File: config.mk
export PLATFORM = sky130hd
export DESIGN_NAME = auto_brightness_control
export DESIGN_NICKNAME = d
export VERILOG_FILES = /design/src/hdl/brightness_pkg.sv /design/src/hdl/auto_brightness_control.sv
export SDC_FILE = /design/constraint.sdc
export NUM_CORES = 2
export LEC_CHECK = 0
export ABC_AREA = 1
export BUFFER_PORTS_ARGS = -buffer_cell sky130_fd_sc_hd__buf_2
export CAP_MARGIN = 10
export CORE_UTILIZATION = 65
export CTS_CLUSTER_SIZE = 24
export DETAILED_ROUTE_END_ITERATION = 10
export PLACE_DENSITY_LB_ADDON = 0.1
export SLEW_MARGIN = 10
export SYNTH_ARGS = -nofsm -noshare
export SYNTH_HDL_FRONTEND = slang
export SYNTH_SLANG_ARGS = --single-unit
export TNS_END_PERCENT = 1
File: constraint.sdc
create_clock -name ref_clk_in -period 11.9 [get_ports ref_clk_in]
set_input_delay 1.785 -clock ref_clk_in [delete_from_list [all_inputs] [get_ports ref_clk_in]]
set_output_delay 1.785 -clock ref_clk_in [all_outputs]
set_load 0.1 [all_outputs]
File: src/hdl/brightness_pkg.sv
// Shared constants for the automatic brightness controller.
// Assumes a single 200 MHz clock domain and a plain strobe register port.
package brightness_pkg;

  // ==========================================================================
  // Register map (byte addresses)
  localparam logic [7:0] OFF_CTRL         = 8'h00;
  localparam logic [7:0] OFF_TARGET       = 8'h04;
  localparam logic [7:0] OFF_GAIN_LOW     = 8'h08;
  localparam logic [7:0] OFF_GAIN_HIGH    = 8'h0c;
  localparam logic [7:0] OFF_EXP_LOW      = 8'h10;
  localparam logic [7:0] OFF_EXP_HIGH     = 8'h14;
  localparam logic [7:0] OFF_MANUAL_GAIN  = 8'h18;
  localparam logic [7:0] OFF_MANUAL_EXP   = 8'h1c;
  localparam logic [7:0] OFF_EXP_BASE     = 8'h20;
  localparam logic [7:0] OFF_REGION_X     = 8'h24;
  localparam logic [7:0] OFF_REGION_Y     = 8'h28;
  localparam logic [7:0] OFF_REGION_W     = 8'h2c;
  localparam logic [7:0] OFF_REGION_H     = 8'h30;
  localparam logic [7:0] OFF_FRAME_BUDGET = 8'h34;
  localparam logic [7:0] OFF_STATUS       = 8'h38;
  localparam logic [7:0] OFF_APPLIED_GAIN = 8'h3c;
  localparam logic [7:0] OFF_APPLIED_EXP  = 8'h40;

  // ==========================================================================
  // Field positions
  localparam int CTRL_GAIN_MODE_LSB = 0;
  localparam int CTRL_EXP_MODE_LSB  = 2;
  localparam int CTRL_PROFILE_LSB   = 4;
  localparam int STAT_NO_OVERLAP    = 0;
  localparam int STAT_CONFLICT      = 1;
  localparam int STAT_GAIN_LIMIT    = 2;
  localparam int STAT_EXP_LIMIT     = 3;
  localparam int STAT_EXP_BLOCKED   = 4;
  localparam int STAT_CONVERGED     = 5;
  localparam int STAT_FRAME_SLOW    = 6;

  // ==========================================================================
  // Encodings
  localparam logic [1:0] MODE_OFF      = 2'h0;
  localparam logic [1:0] MODE_ONCE     = 2'h1;
  localparam logic [1:0] MODE_CONT     = 2'h2;
  localparam logic [1:0] PROF_NONE     = 2'h0;
  localparam logic [1:0] PROF_GAIN_MIN = 2'h1;
  localparam logic [1:0] PROF_EXP_MIN  = 2'h2;

  typedef enum logic {PH_COLLECT, PH_DECIDE} phase_t;

  // ==========================================================================
  // Limits, steps and reset values
  localparam logic [11:0] GAIN_FLOOR_NARROW = 12'h000;
  localparam logic [11:0] GAIN_FLOOR_WIDE   = 12'h040;
  localparam logic [11:0] GAIN_FLOOR_EXT    = 12'h000;
  localparam logic [11:0] GAIN_CEIL_NORMAL  = 12'h3ff;
  localparam logic [11:0] GAIN_CEIL_BINNED  = 12'h200;
  localparam logic [11:0] GAIN_CEIL_EXT     = 12'hfff;
  localparam logic [23:0] EXP_MIN_US        = 24'h000014;
  localparam logic [23:0] EXP_MAX_US        = 24'h0f4240;
  localparam logic [11:0] GAIN_STEP         = 12'h004;
  localparam logic [7:0]  TOLERANCE         = 8'h02;
  localparam logic [7:0]  RST_TARGET        = 8'h80;
  localparam logic [11:0] RST_GAIN_HIGH     = 12'h3ff;
  localparam logic [23:0] RST_EXP_LOW       = 24'h000014;
  localparam logic [23:0] RST_EXP_HIGH      = 24'h0f4240;
  localparam logic [11:0] RST_MANUAL_RAW    = 12'h064;
  localparam logic [7:0]  RST_EXP_BASE      = 8'h14;
  localparam logic [23:0] RST_EXPOSURE      = 24'h0007d0;
  localparam logic [11:0] RST_REGION_SIZE   = 12'hfff;
  localparam logic [23:0] RST_FRAME_BUDGET  = 24'h004000;

endpackage

File: src/hdl/auto_brightness_control.sv
// Automatic gain and exposure control driven by region-one brightness statistics.
// Assumes pixel coordinates are image-window relative and that frame_end_in pulses
// once after the last pixel, with at least one blanking cycle before the next pixel.
//
// The placing of the registers and the plain strobed port were chosen for this implementation.
`timescale 1ns/1ps
`default_nettype none

module auto_brightness_control
  import brightness_pkg::*;
(
  input  wire logic        ref_clk_in,
  input  wire logic        rst_n_in,
  input  wire logic        clk_en_in,
  input  wire logic [7:0]  addr_in,
  input  wire logic [31:0] wr_data_in,
  input  wire logic        wr_en_in,
  input  wire logic        rd_en_in,
  input  wire logic        pix_valid_in,
  input  wire logic [15:0] pix_data_in,
  input  wire logic [11:0] pix_x_in,
  input  wire logic [11:0] pix_y_in,
  input  wire logic        frame_end_in,
  input  wire logic        pix_wide_in,
  input  wire logic        binning_in,
  input  wire logic        remove_limits_in,
  input  wire logic        trigger_width_in,
  output logic      [31:0] rd_data_out,
  output logic      [11:0] gain_out,
  output logic      [23:0] exposure_out,
  output logic             frame_slow_out
);

  // ==========================================================================
  // State
  typedef struct packed {
    phase_t      ph;
    logic [1:0]  ag_mode;
    logic [1:0]  ae_mode;
    logic [1:0]  profile;
    logic [7:0]  target;
    logic [11:0] glo;
    logic [11:0] ghi;
    logic [23:0] elo;
    logic [23:0] ehi;
    logic [11:0] man_gain;
    logic [11:0] man_raw;
    logic [7:0]  base;
    logic [11:0] rx;
    logic [11:0] ry;
    logic [11:0] rw;
    logic [11:0] rh;
    logic [23:0] budget;
    logic [11:0] gain;
    logic [23:0] expo;
    logic [31:0] acc_sum;
    logic [23:0] acc_cnt;
    logic [31:0] snap_sum;
    logic [23:0] snap_cnt;
    logic        no_overlap;
    logic        conflict;
    logic        gain_lim;
    logic        exp_lim;
    logic        converged;
    logic        slow;
    logic [31:0] rdata;
  } state_t;

  localparam state_t ST_RESET = '{ph: PH_COLLECT, target: RST_TARGET, ghi: RST_GAIN_HIGH,
                                  elo: RST_EXP_LOW, ehi: RST_EXP_HIGH,
                                  man_raw: RST_MANUAL_RAW, base: RST_EXP_BASE,
                                  rw: RST_REGION_SIZE, rh: RST_REGION_SIZE,
                                  budget: RST_FRAME_BUDGET, expo: RST_EXPOSURE,
                                  default: '0};

  state_t q;
  state_t d;

  function automatic logic [23:0] clamp24(input logic [23:0] v, input logic [23:0] lo,
                                          input logic [23:0] hi);
    clamp24 = (v < lo) ? lo : ((v > hi) ? hi : v);
  endfunction

  // ==========================================================================
  // Effective bounds
  logic [11:0] gfloor;
  logic [11:0] gceil;
  logic [11:0] glo_eff;
  logic [11:0] ghi_eff;
  logic [23:0] elo_eff;
  logic [23:0] ehi_eff;
  logic [23:0] glo_w;

  assign gfloor  = remove_limits_in ? GAIN_FLOOR_EXT
                 : (pix_wide_in ? GAIN_FLOOR_WIDE : GAIN_FLOOR_NARROW);
  assign gceil   = remove_limits_in ? GAIN_CEIL_EXT
                 : (binning_in ? GAIN_CEIL_BINNED : GAIN_CEIL_NORMAL);
  assign glo_w   = clamp24({12'h000, q.glo}, {12'h000, gfloor}, {12'h000, gceil});
  assign glo_eff = glo_w[11:0];
  assign ghi_eff = 12'(clamp24({12'h000, q.ghi}, glo_w, {12'h000, gceil}));
  // Exposure bounds keep full 1 us resolution, no time-base rounding
  assign elo_eff = clamp24(q.elo, EXP_MIN_US, EXP_MAX_US);
  assign ehi_eff = clamp24(q.ehi, elo_eff, EXP_MAX_US);

  // ==========================================================================
  // Statistics over region one within the image window
  logic [7:0]  luma;
  logic [12:0] rx_end;
  logic [12:0] ry_end;
  logic        hit;
  logic [31:0] sum_nx;
  logic [23:0] cnt_nx;

  // Wide pixels carry 12 effective bits; the top 8 give the same 0..255 scale
  assign luma   = pix_wide_in ? pix_data_in[11:4] : pix_data_in[7:0];
  assign rx_end = {1'b0, q.rx} + {1'b0, q.rw};
  assign ry_end = {1'b0, q.ry} + {1'b0, q.rh};
  assign hit    = pix_valid_in && (pix_x_in >= q.rx) && ({1'b0, pix_x_in} < rx_end)
               && (pix_y_in >= q.ry) && ({1'b0, pix_y_in} < ry_end);
  assign sum_nx = q.acc_sum + (hit ? {24'h000000, luma} : 32'h00000000);
  assign cnt_nx = q.acc_cnt + (hit ? 24'h000001 : 24'h000000);

  // Compare sum against target*count: avoids a divider for the average
  logic [33:0] goal;
  logic [33:0] band;
  logic [33:0] sum_w;
  logic        dark;
  logic        bright;

  assign goal   = 34'(q.snap_cnt) * 34'(q.target);
  assign band   = 34'(q.snap_cnt) * 34'(TOLERANCE);
  assign sum_w  = {2'b00, q.snap_sum};
  assign dark   = (sum_w + band) < goal;
  assign bright = sum_w > (goal + band);

  // ==========================================================================
  // Mode and step decisions
  logic        ag_on;
  logic        ae_on;
  logic        pair_ok;
  logic        clash;
  logic [23:0] man_exp;
  logic [12:0] gain_up_w;
  logic [11:0] gain_up;
  logic [11:0] gain_dn;
  logic [23:0] exp_step;
  logic [24:0] exp_up_w;
  logic [23:0] exp_up;
  logic [23:0] exp_dn;
  logic        g_top;
  logic        g_bot;
  logic        e_top;
  logic        e_bot;

  assign ag_on     = q.ag_mode != MODE_OFF;
  assign ae_on     = (q.ae_mode != MODE_OFF) && !trigger_width_in;
  assign pair_ok   = (q.profile != PROF_NONE) && (q.ag_mode == MODE_CONT)
                  && (q.ae_mode == MODE_CONT);
  assign clash     = ag_on && ae_on && !pair_ok;
  assign man_exp   = 24'(q.man_raw) * 24'(q.base);
  assign gain_up_w = {1'b0, q.gain} + {1'b0, GAIN_STEP};
  assign gain_up   = gain_up_w[12] ? 12'hfff : gain_up_w[11:0];
  assign gain_dn   = (q.gain < GAIN_STEP) ? 12'h000 : q.gain - GAIN_STEP;
  // Step scales with exposure so long exposures converge in few frames
  assign exp_step  = (q.expo >> 4) + 24'h000001;
  assign exp_up_w  = {1'b0, q.expo} + {1'b0, exp_step};
  assign exp_up    = exp_up_w[24] ? 24'hffffff : exp_up_w[23:0];
  assign exp_dn    = (q.expo < exp_step) ? 24'h000000 : q.expo - exp_step;
  assign g_top     = q.gain >= ghi_eff;
  assign g_bot     = q.gain <= glo_eff;
  assign e_top     = q.expo >= ehi_eff;
  assign e_bot     = q.expo <= elo_eff;

  // ==========================================================================
  // Next state
  always_comb begin
    logic move_g;
    logic move_e;
    logic hit_g;
    logic hit_e;
    logic [11:0] g_new;
    logic [23:0] e_new;
    move_g = 1'b0;
    move_e = 1'b0;
    hit_g  = 1'b0;
    hit_e  = 1'b0;
    g_new  = dark ? gain_up : (bright ? gain_dn : q.gain);
    e_new  = dark ? exp_up : (bright ? exp_dn : q.expo);
    d       = q;
    d.rdata = 32'h00000000;
    d.slow  = q.expo > q.budget;
    d.acc_sum = sum_nx;
    d.acc_cnt = cnt_nx;
    unique case (q.ph)
      PH_COLLECT: begin
        if (frame_end_in) begin
          d.snap_sum = sum_nx;
          d.snap_cnt = cnt_nx;
          d.acc_sum  = 32'h00000000;
          d.acc_cnt  = 24'h000000;
          d.ph       = PH_DECIDE;
        end
      end
      PH_DECIDE: begin
        d.ph = PH_COLLECT;
        d.no_overlap = q.snap_cnt == 24'h000000;
        d.conflict   = clash;
        if (q.snap_cnt == 24'h000000) begin
          if (ag_on) begin
            d.gain = q.man_gain;
          end
          if (ae_on) begin
            d.expo = man_exp;
          end
        end else if (!clash && (ag_on || ae_on)) begin
          d.converged = !dark && !bright;
          if (ag_on && ae_on) begin
            // Minimised parameter moves last when darker, first when brighter
            if (q.profile == PROF_GAIN_MIN) begin
              move_e = dark ? !e_top : (bright ? g_bot : 1'b0);
              move_g = dark ? e_top : (bright ? !g_bot : 1'b0);
            end else begin
              move_g = dark ? !g_top : (bright ? e_bot : 1'b0);
              move_e = dark ? g_top : (bright ? !e_bot : 1'b0);
            end
            hit_g = (dark && g_top && e_top) || (bright && g_bot && e_bot);
            hit_e = hit_g;
          end else begin
            move_g = ag_on;
            move_e = ae_on;
            hit_g  = (dark && g_top) || (bright && g_bot);
            hit_e  = (dark && e_top) || (bright && e_bot);
          end
          if (ag_on) begin
            d.gain     = 12'(clamp24({12'h000, move_g ? g_new : q.gain},
                                     {12'h000, glo_eff}, {12'h000, ghi_eff}));
            d.gain_lim = hit_g;
            if (q.ag_mode == MODE_ONCE && (d.converged || hit_g)) begin
              d.ag_mode = MODE_OFF;
            end
          end
          if (ae_on) begin
            d.expo    = clamp24(move_e ? e_new : q.expo, elo_eff, ehi_eff);
            d.exp_lim = hit_e;
            if (q.ae_mode == MODE_ONCE && (d.converged || hit_e)) begin
              d.ae_mode = MODE_OFF;
            end
          end
        end
      end
    endcase
    // Software writes land after the engine so a manual value wins its cycle
    if (wr_en_in) begin
      unique case (addr_in)
        OFF_CTRL: begin
          d.ag_mode = wr_data_in[CTRL_GAIN_MODE_LSB +: 2];
          d.ae_mode = wr_data_in[CTRL_EXP_MODE_LSB +: 2];
          d.profile = wr_data_in[CTRL_PROFILE_LSB +: 2];
        end
        OFF_TARGET:       d.target = wr_data_in[7:0];
        OFF_GAIN_LOW:     d.glo = wr_data_in[11:0];
        OFF_GAIN_HIGH:    d.ghi = wr_data_in[11:0];
        OFF_EXP_LOW:      d.elo = wr_data_in[23:0];
        OFF_EXP_HIGH:     d.ehi = wr_data_in[23:0];
        OFF_MANUAL_GAIN: begin
          d.man_gain = wr_data_in[11:0];
          d.gain     = wr_data_in[11:0];
        end
        OFF_MANUAL_EXP: begin
          d.man_raw = wr_data_in[11:0];
          d.expo    = 24'(wr_data_in[11:0]) * 24'(q.base);
        end
        OFF_EXP_BASE:     d.base = wr_data_in[7:0];
        OFF_REGION_X:     d.rx = wr_data_in[11:0];
        OFF_REGION_Y:     d.ry = wr_data_in[11:0];
        OFF_REGION_W:     d.rw = wr_data_in[11:0];
        OFF_REGION_H:     d.rh = wr_data_in[11:0];
        OFF_FRAME_BUDGET: d.budget = wr_data_in[23:0];
        default: begin
        end
      endcase
    end
    if (trigger_width_in) begin
      d.ae_mode = MODE_OFF;
    end
    if (rd_en_in) begin
      unique case (addr_in)
        OFF_CTRL:         d.rdata = {26'h0000000, q.profile, q.ae_mode, q.ag_mode};
        OFF_TARGET:       d.rdata = {24'h000000, q.target};
        OFF_GAIN_LOW:     d.rdata = {20'h00000, q.glo};
        OFF_GAIN_HIGH:    d.rdata = {20'h00000, q.ghi};
        OFF_EXP_LOW:      d.rdata = {8'h00, q.elo};
        OFF_EXP_HIGH:     d.rdata = {8'h00, q.ehi};
        OFF_MANUAL_GAIN:  d.rdata = {20'h00000, q.man_gain};
        OFF_MANUAL_EXP:   d.rdata = {20'h00000, q.man_raw};
        OFF_EXP_BASE:     d.rdata = {24'h000000, q.base};
        OFF_REGION_X:     d.rdata = {20'h00000, q.rx};
        OFF_REGION_Y:     d.rdata = {20'h00000, q.ry};
        OFF_REGION_W:     d.rdata = {20'h00000, q.rw};
        OFF_REGION_H:     d.rdata = {20'h00000, q.rh};
        OFF_FRAME_BUDGET: d.rdata = {8'h00, q.budget};
        OFF_STATUS: begin
          d.rdata[STAT_NO_OVERLAP]  = q.no_overlap;
          d.rdata[STAT_CONFLICT]    = q.conflict;
          d.rdata[STAT_GAIN_LIMIT]  = q.gain_lim;
          d.rdata[STAT_EXP_LIMIT]   = q.exp_lim;
          d.rdata[STAT_EXP_BLOCKED] = trigger_width_in;
          d.rdata[STAT_CONVERGED]   = q.converged;
          d.rdata[STAT_FRAME_SLOW]  = q.slow;
        end
        OFF_APPLIED_GAIN: d.rdata = {20'h00000, q.gain};
        OFF_APPLIED_EXP:  d.rdata = {8'h00, q.expo};
        default:          d.rdata = 32'h00000000;
      endcase
    end
  end

  always_ff @(posedge ref_clk_in) begin
    if (!rst_n_in) begin
      q <= ST_RESET;
    end else if (clk_en_in) begin
      q <= d;
    end
  end

  assign rd_data_out    = q.rdata;
  assign gain_out       = q.gain;
  assign exposure_out   = q.expo;
  assign frame_slow_out = q.slow;

  logic quiet;
  assign quiet = clk_en_in && !wr_en_in && !trigger_width_in;
endmodule // auto_brightness_control

`default_nettype wire

==> results.md <==
* Status: finished, final reports clean
* Crit path max fanout at 26
* Max Cap Violations at 0
* Hold Crit Class: reg -> reg
* Synth cell count leaders: nand2_1 (1552), inv_1 (1239), a21oi_1 (625)
* Area occupied by registers at 7430 µm²
* CTS Root Cell: clkbuf_16
* Min cycle time layout at 11.19 ns
* Grt ovf at 0
* Main flop type after synthesis: dfxtp_1
* Largest net degree at the start of global routing at 123
* Initial antenna violation count at 2
* Synth Area in XOR/XNOR at around 3.8%
* Clk_skew at between 0.04 and 0.05 ns
* Yosys warns at 0
* Complex-gate fraction of the synthesized area at 18.9%
* Fraction of registers with async set/reset at 0%
* Clock transition at path regs at 0.07 ns
* Drt total wl at 158000 µm
* EDFF count, synth at 0
* Cell Area, Synth at 46800 µm²
* Die Width at 270 µm
* Slew @ Worst Pin at 1.23 ns
* Core ar. at between 70000 and 80000 µm²
* Port bufs at 139
* CP most frequent cell: nand2_1
* Peak VDD IR at 0.000135 V
* Post-route core utilization at 69.9%
* Placed Area at 47900 µm²
* Cell variety after synth at 68
* Clock sink count at approximately 370
* Post-route ant nets at 0
* Finished Layout Cells at 7940
* Filler Cells Inserted at 6367
* Vias in the first global route at 43800
* CP max stage delay at roughly 0.57 ns
* CTS H-Tree Depth at 2
* WL per Instance at ~20 µm
* Post-synthesis simple-gate area fraction at 20.7%
* Worst-Skew Late Latency at 0.63 ns
* Global-route wire length before repair at 245000 µm
* RD Place Congestion at 1.06
* Top cells by area, synth: ha_1 (16%), dfxtp_1 (16%), nand2_1 (12%), fa_1 (11%), inv_1 (9.9%)
* Mean Syn Cell Area at 6.68 µm²
* Largest family of logic cells by synthesized area: adder cells
* Top-area cell type share of the netlist area at between 10% and 20%
* Period utilization at between 90% and 100%
* DRC violations left at 0
* Final net count at 7897
* Share of cells above drive strength 1 at 6.70%
* Die Area at 73100 µm²
* Chip Height at 270 µm
* # placed instances at 7853
* Final setup TNS at 0 ns
* Power density cells at 74.8 nW/µm²
* CTS tree: done
* TritonRoute pass-1 iters at 6
* Vias at 47400
* Starting Density at between 60% and 70%
* Via/cell ratio at 5.96
* Fmax at ~0.09 GHz
* CP max stage cell: fa_1
* CP Capture Type: register
* Fin. Hold Viols at 0
* Leak pwr at 26.5 nW
* Multiplexer area fraction after synthesis at 0.0428%
* Max Root-Sink Buffers at 3
* Multi-input logic area at roughly 33000 µm²
* DR iter-0 viols at between 6000 and 7000
* Ports at 160
* Most common cell in the netlist: nand2_1
* Dominant cell type by area after synthesis: ha_1
* Crit path DAT at 11.63 ns
* Cell Rows at 98
* Max Slew Vio Count at 0
* Gr usage total at 42.6%
* Syn Inst Count at 7001
* Synth Area in Adders at 26.9%
* #FFs+latches synth at 369
* Detail Placement HPWL at 123000 µm
* Slew headroom at 17.7%
* CP required at 12.35 ns
* Setup violations, final at 0
* Crit path kind: reg -> reg
* Area growth syn-to-layout at 6.56%
* Finished Cell Area at around 50000 µm²
* Num CTS Buffers at between 40 and 50
* Sequential fraction of the synthesis area at between 10% and 20%
* CP startpoint kind: register
[path summary, 6_finish.rpt]
path	startpoint	endpoint	slack, ns	cells past startpoint
setup reg to reg	q[368]$_SDFFE_PN0P_	exposure_out[14]$_SDFFE_PN0P_	0.71	69
setup / recovery	q[368]$_SDFFE_PN0P_	exposure_out[14]$_SDFFE_PN0P_	0.71	69
hold / removal	rd_data_out[13]$_SDFFE_PN0P_	rd_data_out[13]$_SDFFE_PN0P_	0.46	2
hold reg to reg	rd_data_out[13]$_SDFFE_PN0P_	rd_data_out[13]$_SDFFE_PN0P_	0.46	2
[layer usage]
layer | vias up | part of all wire (%) | track usage (%)
met5 | - | 0.013 | 0
met4 | 4 | 4.3 | 15.9
met3 | 409 | 13 | 10.1
met2 | 2627 | 41 | 62.8
met1 | 21900 | 41 | 60.1
li1 | 22400 | - | -
[layout by cell type, fill, tap and decap left out, types with 21 or more instances in the layout]
master     instances
nand3_1          215
inv_1           1238
o21bai_1          47
a211oi_1          51
o22ai_1           62
conb_1            28
nor4_1            25
fa_1             259
o2111ai_1         21
buf_2            138
a221oi_1          22
buf_4            108
dfxtp_1          353
a21oi_1          624
nor3_1            70
xor2_1           147
o21ai_0          506
o211ai_1          51
o21ai_1           37
clkbuf_16         43
a31oi_1           21
ha_1             587
nand4_1           52
nand2_1         1550
xnor2_1           47
nand2_2           24
nor2_1           378
[report_power, final]
| part | total [W] | internal, W | switching, W |
|---|---|---|---|
| Clock | 0.00146 | 0.000844 | 0.000614 |
| Sequential | 0.00129 | 0.00125 | 0.0000425 |
| Combinational | 0.000976 | 0.000310 | 0.000666 |
| Total | 0.00373 | 0.00241 | 0.00132 |
[layout make-up]
| cell class | instances | share of cell area (%) |
|---|---|---|
| clock inverter | 19 | 0.567 |
| clock buffer | 58 | 2.53 |
| multi-input combinational | 5020 | 66.8 |
| sequential | 369 | 14.9 |
| tap | 950 | 2.38 |
| timing repair buffer | 252 | 3.18 |
| antenna | 4 | 0.0201 |
| inverter | 1268 | 9.57 |
[logic make-up after synthesis]
group / count (synthesis)
XOR/XNOR: 205
buffers and inverters: 1638
AO/OA/AOI/OAI: 1566
flip-flops: 369
adder cells (fa/ha/maj): 852
multiplexers: 2
other: 2
AND/OR/NAND/NOR: 2367
[critical path, delay by kind of cell, from the launching register on]
| family | cells | cell delay (ns) |
|---|---|---|
| simple gates | 38 | 3.68 |
| compound gates | 10 | 1.52 |
| buf+inv | 11 | 1.26 |
| flops | 1 | 0.47 |
| xor+xnor | 2 | 0.57 |
| fa+ha+maj | 8 | 3.53 |
[through the flow]
stage	power, W	setup WS, ns	hold WS [ns]
CTS	0.00369	0.126	0.463
floorplan	0.00197	2.07	0.435
detailed placement	0.00225	0.220	0.453
global route	0.00387	-0.0689	0.479
global placement	0.00223	0.404	0.450
finish	0.00373	0.715	0.463
[repair_timing]
item | in CTS | in global routing
hold buffers | 0 | 0
setup endpoints to repair | 0 | 36
gates resized for setup | 0 | 73
buffers inserted | 0 | 6
[flip-flops by register name (all words and copies together), names as in the netlist]
signal and flops:
frame_slow_out 1, q 308, rd_data_out 24, gain_out 12
exposure_out 24
(Power assumes the default switching activity.)
